--- config.mk ---
export PLATFORM = sky130hd
export DESIGN_NAME = bcod_decode
export DESIGN_NICKNAME = d
export VERILOG_FILES = /design/src/bcod_field_split.v /design/src/bcod_decode.v
export VERILOG_INCLUDE_DIRS = /design/src
export SDC_FILE = /design/constraint.sdc
export NUM_CORES = 1
export LEC_CHECK = 0
export ABC_AREA = 1
export ABC_CLOCK_PERIOD_IN_PS = 800
export BUFFER_PORTS_ARGS = -buffer_cell sky130_fd_sc_hd__buf_4
export CAP_MARGIN = 25
export CORE_UTILIZATION = 42
export CTS_CLUSTER_DIAMETER = 200
export DETAILED_ROUTE_END_ITERATION = 6
export PLACE_DENSITY = 0.79
export SETUP_SLACK_MARGIN = 0.4
export SYNTH_ARGS = -nofsm -noshare
export SYNTH_HDL_FRONTEND = slang
export SYNTH_SLANG_ARGS = --single-unit
--- constraint.sdc ---
create_clock -name core_clk -period 0.8 [get_ports core_clk]
set_input_delay 0.08 -clock core_clk [delete_from_list [all_inputs] [get_ports core_clk]]
set_output_delay 0.08 -clock core_clk [all_outputs]
set_load 0.005 [all_outputs]
--- src/bcod_defs.vh ---
// constants for the opcode decoder and its state-count table
`ifndef BCOD_DEFS_VH
`define BCOD_DEFS_VH

// ----------------------------------------
// register select codes
// ----------------------------------------
`define BCOD_REG_B 3'h0
`define BCOD_REG_C 3'h1
`define BCOD_REG_D 3'h2
`define BCOD_REG_E 3'h3
`define BCOD_REG_H 3'h4
`define BCOD_REG_L 3'h5
`define BCOD_REG_MEM 3'h6
`define BCOD_REG_A 3'h7

// ----------------------------------------
// opcode groups and fixed patterns
// ----------------------------------------
`define BCOD_GRP_MISC 2'h0
`define BCOD_GRP_MOVE 2'h1
`define BCOD_GRP_ALU 2'h2
`define BCOD_GRP_CTRL 2'h3
`define BCOD_LO4_LOAD_PAIR 4'h1
`define BCOD_LO4_PUSH 4'h5
`define BCOD_LO3_RET 3'h0
`define BCOD_OPC_POP_BC 8'hc1

// ----------------------------------------
// operation codes on the op output
// ----------------------------------------
`define BCOD_OP_W 5
`define BCOD_OP_NONE 5'h00
`define BCOD_OP_MOVE 5'h01
`define BCOD_OP_STORE_MEM 5'h02
`define BCOD_OP_LOAD_MEM 5'h03
`define BCOD_OP_HALT 5'h04
`define BCOD_OP_ALU_REG 5'h05
`define BCOD_OP_ALU_MEM 5'h06
`define BCOD_OP_RET_COND 5'h07
`define BCOD_OP_LOAD_PAIR 5'h08
`define BCOD_OP_PUSH 5'h09
`define BCOD_OP_POP_BC 5'h0a

// ----------------------------------------
// accumulator operations (field value)
// ----------------------------------------
`define BCOD_ALU_ADD 3'h0
`define BCOD_ALU_ADC 3'h1
`define BCOD_ALU_SUB 3'h2
`define BCOD_ALU_SBB 3'h3
`define BCOD_ALU_AND 3'h4
`define BCOD_ALU_XOR 3'h5
`define BCOD_ALU_OR 3'h6
`define BCOD_ALU_CMP 3'h7

// ----------------------------------------
// return conditions
// ----------------------------------------
`define BCOD_CC_NZ 3'h0
`define BCOD_CC_Z 3'h1
`define BCOD_CC_PO 3'h4
`define BCOD_CC_PE 3'h5
`define BCOD_CC_P 3'h6
`define BCOD_CC_M 3'h7

// ----------------------------------------
// pair codes
// ----------------------------------------
`define BCOD_PAIR_BC 2'h0
`define BCOD_PAIR_DE 2'h1
`define BCOD_PAIR_HL 2'h2
`define BCOD_PAIR_SP_AF 2'h3

// ----------------------------------------
// state counts
// ----------------------------------------
`define BCOD_ST_W 4
`define BCOD_ST_0 4'h0
`define BCOD_ST_4 4'h4
`define BCOD_ST_5 4'h5
`define BCOD_ST_7 4'h7
`define BCOD_ST_10 4'ha
`define BCOD_ST_11 4'hb

// ----------------------------------------
// field positions and reset values
// ----------------------------------------
`define BCOD_F_GROUP 7:6
`define BCOD_F_DEST 5:3
`define BCOD_F_SRC 2:0
`define BCOD_F_PAIR 5:4
`define BCOD_F_LO4 3:0
`define BCOD_SEL_RST 3'h0
`define BCOD_PAIR_RST 2'h0

`endif

--- src/bcod_field_split.v ---
// field splitter: breaks an opcode byte into its select fields
`timescale 1ns/10ps
`default_nettype none
`include "bcod_defs.vh"

module bcod_field_split (
   input wire [7:0] opcode,
   output wire [1:0] group,
   output wire [2:0] dest_select_field,
   output wire [2:0] src_select_field,
   output wire [1:0] pair_field,
   output wire [3:0] low_nibble,
   output wire dest_is_mem,
   output wire src_is_mem
);
   assign group = opcode[`BCOD_F_GROUP];
   assign dest_select_field = opcode[`BCOD_F_DEST];
   assign src_select_field = opcode[`BCOD_F_SRC];
   assign pair_field = opcode[`BCOD_F_PAIR];
   assign low_nibble = opcode[`BCOD_F_LO4];
   // 110 means memory at the h/l address
   assign dest_is_mem = (opcode[`BCOD_F_DEST] == `BCOD_REG_MEM);
   assign src_is_mem = (opcode[`BCOD_F_SRC] == `BCOD_REG_MEM);
endmodule // bcod_field_split

`default_nettype wire

--- src/bcod_decode.v ---
// opcode decoder: registered operation, fields and state counts
`timescale 1ns/10ps
`default_nettype none
`include "bcod_defs.vh"

module bcod_decode (
   input wire core_clk,
   input wire reset,
   input wire clk_en,
   input wire opcode_valid,
   input wire [7:0] opcode,
   output reg dec_valid_q,
   output reg [`BCOD_OP_W-1:0] op_q,
   output reg [2:0] alu_op_q,
   output reg [2:0] cond_q,
   output reg [2:0] dest_q,
   output reg [2:0] src_q,
   output reg [1:0] pair_q,
   output reg [`BCOD_ST_W-1:0] states_q,
   output reg [`BCOD_ST_W-1:0] states_alt_q,
   output reg dec_unknown_q
);

   // ----------------------------------------
   // field split
   // ----------------------------------------
   wire [1:0] group;
   wire [2:0] dest_select_field;
   wire [2:0] src_select_field;
   wire [1:0] pair_field;
   wire [3:0] low_nibble;
   wire dest_is_mem;
   wire src_is_mem;

   bcod_field_split u_split (
      .opcode(opcode),
      .group(group),
      .dest_select_field(dest_select_field),
      .src_select_field(src_select_field),
      .pair_field(pair_field),
      .low_nibble(low_nibble),
      .dest_is_mem(dest_is_mem),
      .src_is_mem(src_is_mem)
   );

   // 010 and 011 are not return conditions in this set
   function cond_ok;
      input [2:0] c;
      begin
         cond_ok = (c == `BCOD_CC_NZ) || (c == `BCOD_CC_Z) ||
                   (c == `BCOD_CC_PO) || (c == `BCOD_CC_PE) ||
                   (c == `BCOD_CC_P) || (c == `BCOD_CC_M);
      end
   endfunction

   // ----------------------------------------
   // state counts per operation
   // ----------------------------------------
   // one table holds every short count (the taken-return count sits in long_count), so a new operation costs one line
   function [`BCOD_ST_W-1:0] short_count;
      input [`BCOD_OP_W-1:0] op;
      begin
         case (op)
            `BCOD_OP_MOVE: short_count = `BCOD_ST_5;
            `BCOD_OP_STORE_MEM: short_count = `BCOD_ST_7;
            `BCOD_OP_HALT: short_count = `BCOD_ST_7;
            `BCOD_OP_LOAD_MEM: short_count = `BCOD_ST_7;
            `BCOD_OP_ALU_REG: short_count = `BCOD_ST_4;
            `BCOD_OP_ALU_MEM: short_count = `BCOD_ST_7;
            `BCOD_OP_RET_COND: short_count = `BCOD_ST_5;
            `BCOD_OP_LOAD_PAIR: short_count = `BCOD_ST_10;
            `BCOD_OP_PUSH: short_count = `BCOD_ST_11;
            `BCOD_OP_POP_BC: short_count = `BCOD_ST_10;
            // out-of-scope opcodes report zero states
            default: short_count = `BCOD_ST_0;
         endcase
      end
   endfunction

   // only a taken conditional return has a second, longer count
   function [`BCOD_ST_W-1:0] long_count;
      input [`BCOD_OP_W-1:0] op;
      begin
         if (op == `BCOD_OP_RET_COND) begin
            long_count = `BCOD_ST_11;
         end else begin
            long_count = `BCOD_ST_0;
         end
      end
   endfunction

   // ----------------------------------------
   // combinational decode
   // ----------------------------------------
   reg [`BCOD_OP_W-1:0] op_d;
   reg [`BCOD_ST_W-1:0] states_d;
   reg [`BCOD_ST_W-1:0] states_alt_d;

   always @* begin
      op_d = `BCOD_OP_NONE;
      case (group)
         `BCOD_GRP_MOVE: begin
            if (dest_is_mem && src_is_mem) begin
               op_d = `BCOD_OP_HALT;
            end else if (dest_is_mem) begin
               op_d = `BCOD_OP_STORE_MEM;
            end else if (src_is_mem) begin
               op_d = `BCOD_OP_LOAD_MEM;
            end else begin
               op_d = `BCOD_OP_MOVE;
            end
         end
         `BCOD_GRP_ALU: begin
            if (src_is_mem) begin
               op_d = `BCOD_OP_ALU_MEM;
            end else begin
               op_d = `BCOD_OP_ALU_REG;
            end
         end
         `BCOD_GRP_MISC: begin
            if (low_nibble == `BCOD_LO4_LOAD_PAIR) begin
               op_d = `BCOD_OP_LOAD_PAIR;
            end
         end
         `BCOD_GRP_CTRL: begin
            if (opcode == `BCOD_OPC_POP_BC) begin
               op_d = `BCOD_OP_POP_BC;
            end else if (low_nibble == `BCOD_LO4_PUSH) begin
               op_d = `BCOD_OP_PUSH;
            end else if (src_select_field == `BCOD_LO3_RET &&
                         cond_ok(dest_select_field)) begin
               op_d = `BCOD_OP_RET_COND;
            end
         end
         default: begin
            op_d = `BCOD_OP_NONE;
         end
      endcase
      // not taken: short count; taken: long count
      states_d = short_count(op_d);
      states_alt_d = long_count(op_d);
   end

   // ----------------------------------------
   // sample strobe
   // ----------------------------------------
   // one gate for op, field and count captures; the flag also waits for opcode_valid, valid uses clk_en alone, so a low enable freezes them all alike
   wire take = clk_en && opcode_valid;

   // ----------------------------------------
   // valid pulse and out-of-scope flag
   // ----------------------------------------
   always @(posedge core_clk or posedge reset) begin
      if (reset) begin
         dec_valid_q <= 1'b0;
         dec_unknown_q <= 1'b0;
      end else if (clk_en) begin
         // valid is opcode_valid registered on each enabled cycle, a level that stays high across back-to-back bytes
         dec_valid_q <= opcode_valid;
         if (opcode_valid) begin
            // opcodes outside this decoder's scope are flagged
            dec_unknown_q <= (op_d == `BCOD_OP_NONE);
         end
      end
   end

   // ----------------------------------------
   // operation and state counts
   // ----------------------------------------
   always @(posedge core_clk or posedge reset) begin
      if (reset) begin
         op_q <= `BCOD_OP_NONE;
         states_q <= `BCOD_ST_0;
         states_alt_q <= `BCOD_ST_0;
      end else if (take) begin
         op_q <= op_d;
         states_q <= states_d;
         states_alt_q <= states_alt_d;
      end
   end

   // ----------------------------------------
   // accumulator operation and return condition
   // ----------------------------------------
   // both copy the same bits; op_q tells which one is meant
   always @(posedge core_clk or posedge reset) begin
      if (reset) begin
         alu_op_q <= `BCOD_SEL_RST;
         cond_q <= `BCOD_SEL_RST;
      end else if (take) begin
         alu_op_q <= dest_select_field;
         cond_q <= dest_select_field;
      end
   end

   // ----------------------------------------
   // register selects
   // ----------------------------------------
   // captured raw for every opcode, so the user reads them by op_q
   always @(posedge core_clk or posedge reset) begin
      if (reset) begin
         dest_q <= `BCOD_SEL_RST;
         src_q <= `BCOD_SEL_RST;
      end else if (take) begin
         dest_q <= dest_select_field;
         src_q <= src_select_field;
      end
   end

   // ----------------------------------------
   // pair select
   // ----------------------------------------
   // meaningful only for pair loads and pushes
   always @(posedge core_clk or posedge reset) begin
      if (reset) begin
         pair_q <= `BCOD_PAIR_RST;
      end else if (take) begin
         pair_q <= pair_field;
      end
   end

endmodule // bcod_decode

`default_nettype wire

## Word level (Yosys, flattened, before mapping)

Memory sizes are Yosys's and may differ from the RTL's. A register that Yosys moved wholly into a read port is not among the register bits.
Cells that the tools add are included.

| cells by class | value |
|---|---|
| add/subtract/negate cells | 0 |
| $mul | 0 |
| divide/modulo/power cells | 0 |
| order comparisons | 0 |
| equal/unequal tests | 13 |
| shifts and indexed selects | 0 |
| muxes and demuxes | 10 |
| bitwise operators | 0 |
| reduce and logical (&&, ||, !) cells | 13 |

Operators by type and width:

| cell | count |
|---|---|
| 5-bit one-hot mux with 4 select lines | 1 |
| 4-bit two-way mux | 4 |
| 3-bit == test, second input constant | 5 |
| 8-bit == test, second input constant | 1 |
| 3-bit zero test | 2 |
| 2-bit two-way mux | 3 |
| 3-bit two-way mux | 2 |
| 5-bit by 3-bit == test with 1-bit output, second input constant | 1 |
| 5-bit zero test | 1 |
| 1-bit logical OR | 5 |
| 2-bit == test, second input constant | 2 |
| 4-bit by 1-bit == test with 1-bit output, second input constant | 1 |
| 4-bit by 3-bit == test with 1-bit output, second input constant | 1 |
| 3-bit by 1-bit == test with 1-bit output, second input constant | 1 |
| 1-bit logical AND | 3 |
| 2-bit by 1-bit == test with 1-bit output, second input constant | 1 |
| 2-bit zero test | 1 |
| 2-bit AND reduction | 1 |

| storage, ports and cells | value |
|---|---|
| bits in registers | 19 |
| latch bits | 0 |
| bits in writable memories | 0 |
| bits in read-only memories | 64 |
| input bits | 12 |
| output and inout port bits | 29 |
| word-level logic and storage cells | 44 |
| memories kept | 1 |

Memories:

| memory | depth | width | rd ports | clocked after Yosys merged registers in | wr ports | line | source |
|---|---|---|---|---|---|---|---|
| (no name shown) | 16 | 4 | 1 | 1 | 0 | bcod_decode.v:63 | `case (op)` |

## Longest topological paths before layout

| logic depth | value |
|---|---|
| depth after elaboration | 13 |
| mapped depth | 14 |
| gate-level depth less buffers | 14 |

## Modules after synthesis

A second synthesis with hierarchy kept.

| unflattened totals | value |
|---|---|
| cells, all modules | 167 |
| area, all modules | 1224.9 µm² |

Modules (own cells, without submodules):

| module | instances | cells an instance | area each (µm²) | sequential area each (µm²) |
|---|---|---|---|---|
| bcod_decode | 1 | 149 | 1099.8 | 475.5 |
| bcod_field_split | 1 | 18 | 125.1 | 0.0 |

## Worst setup path before layout

Ideal clock, no wire load.

| timing path | value |
|---|---|
| kind | input -> register |
| start point | input port opcode[4] |
| end point | register states_q[0] |
| library setup time | 116 ps |
| arrival time | 1137 ps |
| required time | 684 ps |
| slack | -453 ps |
| stages on the path | 13 |
| buffers on the path | 0 |
| cell sequence | inv_1 -> nor3_2 -> ha_1 -> nand2_1 -> o21ai_2 -> inv_1 -> nand2_2 -> inv_2 -> nand2_2 -> nor2_2 -> nor2_4 -> nand2_1 -> nand2_1 |

| on the way | value |
|---|---|
| cells in the longest elaborated chain, start to end | 11 |
| elaborated cells on any way between the ends | 20 |
| those cells by class | eq/ne (6); mux (6); reduce/logical (8) |

Ends and longest elaborated chain:

| what | line | source |
|---|---|---|
| start: declaration | bcod_decode.v:11 | `input wire [7:0] opcode,` |
| 3-bit by 1-bit == test with 1-bit output (no line) / 3-bit zero test (equally long branches) | - |  |
| 1-bit logical OR (5 in a row) | bcod_decode.v:50 | `` cond_ok = (c == `BCOD_CC_NZ) \|\| (c == `BCOD_CC_Z) \|\| `` |
| 1-bit logical AND | bcod_decode.v:130 | `` end else if (src_select_field == `BCOD_LO3_RET && `` |
| 3-bit two-way mux | bcod_decode.v:130 |  |
| 4-bit two-way mux | bcod_decode.v:128 | `` end else if (low_nibble == `BCOD_LO4_PUSH) begin `` |
| 4-bit two-way mux | bcod_decode.v:126 | `` if (opcode == `BCOD_OPC_POP_BC) begin `` |
| 5-bit one-hot mux with 4 select lines (*) | bcod_decode.v:101 | `case (group)` |
| end: declaration | bcod_decode.v:19 | `` output reg [`BCOD_ST_W-1:0] states_q, `` |

Mark *: on every way between the ends. The rest lies on a longest branch, timed or not. The select of a mux whose other input is x is not followed.
A chain may end at the register's enable or synchronous reset.

## Worst setup path after layout

Ends and elaborated chain as after synthesis.

==> flow_summary.json <==
{
  "status": "finished with violations",
  "violations": "hold timing, setup timing",
  "die_w_um": 50.9,
  "regToRegSetupSlack_ps": -80,
  "final_cells": 234,
  "p_clk_frac": 0.175,
  "synth.distinct_cells": 23,
  "worstHoldPathType": "in2async",
  "netlist_area_um2": 1000,
  "numPortBuffers": 38,
  "placedCellCount": 209,
  "io_pins": 41,
  "fmax_mhz": 862,
  "cp-start-kind": "input pin",
  "peakVddDrop_mv": 1.17,
  "seqPwrFrac": 0.388,
  "drt_iter0_drc": 75,
  "cap_violations": 0,
  "grt_overflow_total": 0,
  "grt_pass1_wl_um": 5380,
  "synth-main-ff-cell": "dfrtp_1",
  "final.min_clock_period_ps": 1160,
  "diodes": 0,
  "switchingPower_mw": 0.945,
  "rows": 17,
  "core_um2": 2230,
  "nets": 220,
  "power_mw": 2.79,
  "routedWlPerCell_um": 19.1,
  "ant_nets": 0,
  "finalInstanceArea_um2": 2000,
  "antenna_found_initial": 0,
  "synth_top_area_frac": 0.424,
  "synth_edf_count": 0,
  "htreeDepth": 1,
  "grt_max_degree": 22,
  "clock_sinks": 17,
  "cp.required_ps": 1010,
  "clkTransAtPathRegs_ps": 110,
  "cts_made_buffers": 3,
  "synth_most_common_cell": "nand2_1",
  "p_comb_frac": 0.437,
  "initial_utilization": 0.449,
  "fin_skew_ps": 0,
  "worstPathArrival_ps": 1370,
  "synth-seq-area-share": 0.424,
  "rsz0062_at_grt": "true",
  "track_usage": 0.287,
  "place_congestion": 0.843,
  "hold_viol_final": 18,
  "synth_area_leaders": "dfrtp_1 42%, nand2_1 12%, buf_4 9.0%, o21ai_0 6.0%, nor2_1 6.0%",
  "r2r_start": "states_q[0]",
  "avgViaCountPerCell": 5.42,
  "synth_top_cells_by_count": "32 x nand2_1, 17 x dfrtp_1, 16 x nor2_1",
  "syn_inst": 134,
  "p_sw_frac": 0.338,
  "nFillCells": 86,
  "syn_to_final_growth_pct": 99.8,
  "placed_area_um2": 1480,
  "path_class": "in2reg",
  "path_max_fanout": 4,
  "via_count": 1269,
  "period_share": 1.45,
  "clk_path_buf_depth": 2,
  "drive_gt1_frac": 0.728,
  "synth-seq-cells": 17,
  "yosys_warnings": 0,
  "die_area_um2": 2590,
  "setup-violations-final": 37,
  "wl_um": 4460,
  "syn_area_per_cell_um2": 7.49,
  "setup-tns-final_ps": -6540,
  "drcViolationCount": 0,
  "p_per_area_nw_per_um2": 1390,
  "p_leak_nw": 1.02,
  "synth_area_leader_cell": "dfrtp_1",
  "p_int_mw": 1.85,
  "hpwl_um": 2020,
  "slew_viol_final": 0,
  "cts-root-buf": "clkbuf_4",
  "dr.pass1.iters": 4,
  "synthArstFlopShare": 1.00,
  "cts_tree": "built",
  "cp-end-kind": "register",
  "rr_worst_depth": 4,
  "die_h_um": 50.9,
  "hold_ws_ps": -192,
  "insertion_delay_ps": 300,
  "rr_endpoint": "states_q[0]",
  "layout_setup_ws_ps": -361,
  "grt_pass1_vias": 1187
}
## sequential cells by signal (all words and copies together), names as in the netlist
| name | cells |
|---|---|
| op_q | 4 |
| states_q | 4 |
| dest_q | 3 |
| src_q | 3 |
| dec_unknown_q | 1 |
| dec_valid_q | 1 |
| states_alt_q | 1 |
## worst max-delay path by stage
stage / to / depth (start not counted) / start
floorplan: states_q[0] / 13 / opcode[4]
global placement: states_q[0] / 14 / opcode[4]
detailed placement: states_q[0] / 14 / opcode[4]
global route: states_q[0] / 14 / opcode[4]
finish: states_q[0] / 14 / opcode[4]
CTS: states_q[0] / 14 / opcode[5]
## what timing repair did
item	4_1_cts	5_1_grt
setup buffers	14	7
gates resized for setup	62	46
endpoints found under the hold margin	18	18
pin swaps	14	16
endpoints found under the setup margin	44	44
## per-layer routing
| metal | GRT usage | wire, um | share of wire | up-vias |
|---|---|---|---|---|
| met5 | 0 | 0 | 0 | - |
| met4 | 0.148 | 215 | 0.048 | 0 |
| met3 | 0.0417 | 330 | 0.074 | 23 |
| met2 | 0.509 | 2260 | 0.51 | 91 |
| met1 | 0.334 | 1660 | 0.37 | 611 |
| li1 | - | - | - | 544 |
## cell usage in the layout (no fill, tap or decap), types with 2 or more instances in the layout
| cell | instances |
|---|---|
| buf_6 | 39 |
| buf_8 | 2 |
| clkbuf_4 | 3 |
| o21ai_2 | 6 |
| inv_4 | 4 |
| inv_2 | 6 |
| nor2_2 | 9 |
| nor3_4 | 2 |
| inv_1 | 6 |
| dfrtp_1 | 14 |
| nand3_2 | 3 |
| nand2_4 | 8 |
| o21ai_1 | 7 |
| nor2_1 | 6 |
| nor2_4 | 5 |
| conb_1 | 2 |
| buf_4 | 39 |
| nand2_1 | 19 |
| a21oi_2 | 3 |
| inv_12 | 2 |
| nand2_2 | 10 |
| dfrtp_2 | 3 |
## kinds of logic (layout without fill, tap and decap cells)
kind of cell | count (synthesis) | count (layout) | synth area share
and+or+nand+nor | 64 | 64 | 0.292
buffers and inverters | 33 | 104 | 0.168
AOI/OAI and AO/OA | 18 | 18 | 0.0998
DFF | 17 | 17 | 0.424
adders and majority gates | 1 | 1 | 0.0125
other | 1 | 2 | 0.00374
## layout make-up
type | instances | area, um^2 | share of cell area
flip-flops and latches | 17 | 429 | 0.214
clock inverters | 1 | 5.00 | 0.00250
clock buffers | 3 | 22.5 | 0.0112
well taps | 28 | 35.0 | 0.0175
inverters | 19 | 123 | 0.0612
multi-input cells | 85 | 608 | 0.303
repair buffers | 81 | 782 | 0.390
## power groups by stage
stage | registers (mW) | clock network, mW | logic (mW)
finish | 1.08 | 0.489 | 1.22
global route | 1.09 | 0.522 | 1.28
CTS | 1.07 | 0.478 | 0.986
detailed placement | 1.06 | 0 | 0.733
global placement | 1.05 | 0 | 0.704
floorplan | 1.07 | 0 | 0.385
## worst max-delay path, cell delays in order
cell	delay [ps]
buf_12	90
inv_12	30
nor3_4	210
ha_4	240
nand2_4	60
o21ai_2	60
inv_2	80
nand2_4	90
inv_4	90
nand2_4	50
nor2_4	120
nor2_4	50
nand2_2	60
nand2_2	50
## metrics by stage
| stage | util | setup WS, ps |
|---|---|---|
| after floorplan | - | -408 |
| after detailed placement | 0.662 | -703 |
| after global placement | 0.662 | -598 |
| after CTS | 0.802 | -309 |
| after global routing | 0.897 | -417 |
| final | 0.897 | -361 |
Note: power is estimated with default switching activity, not from simulation.
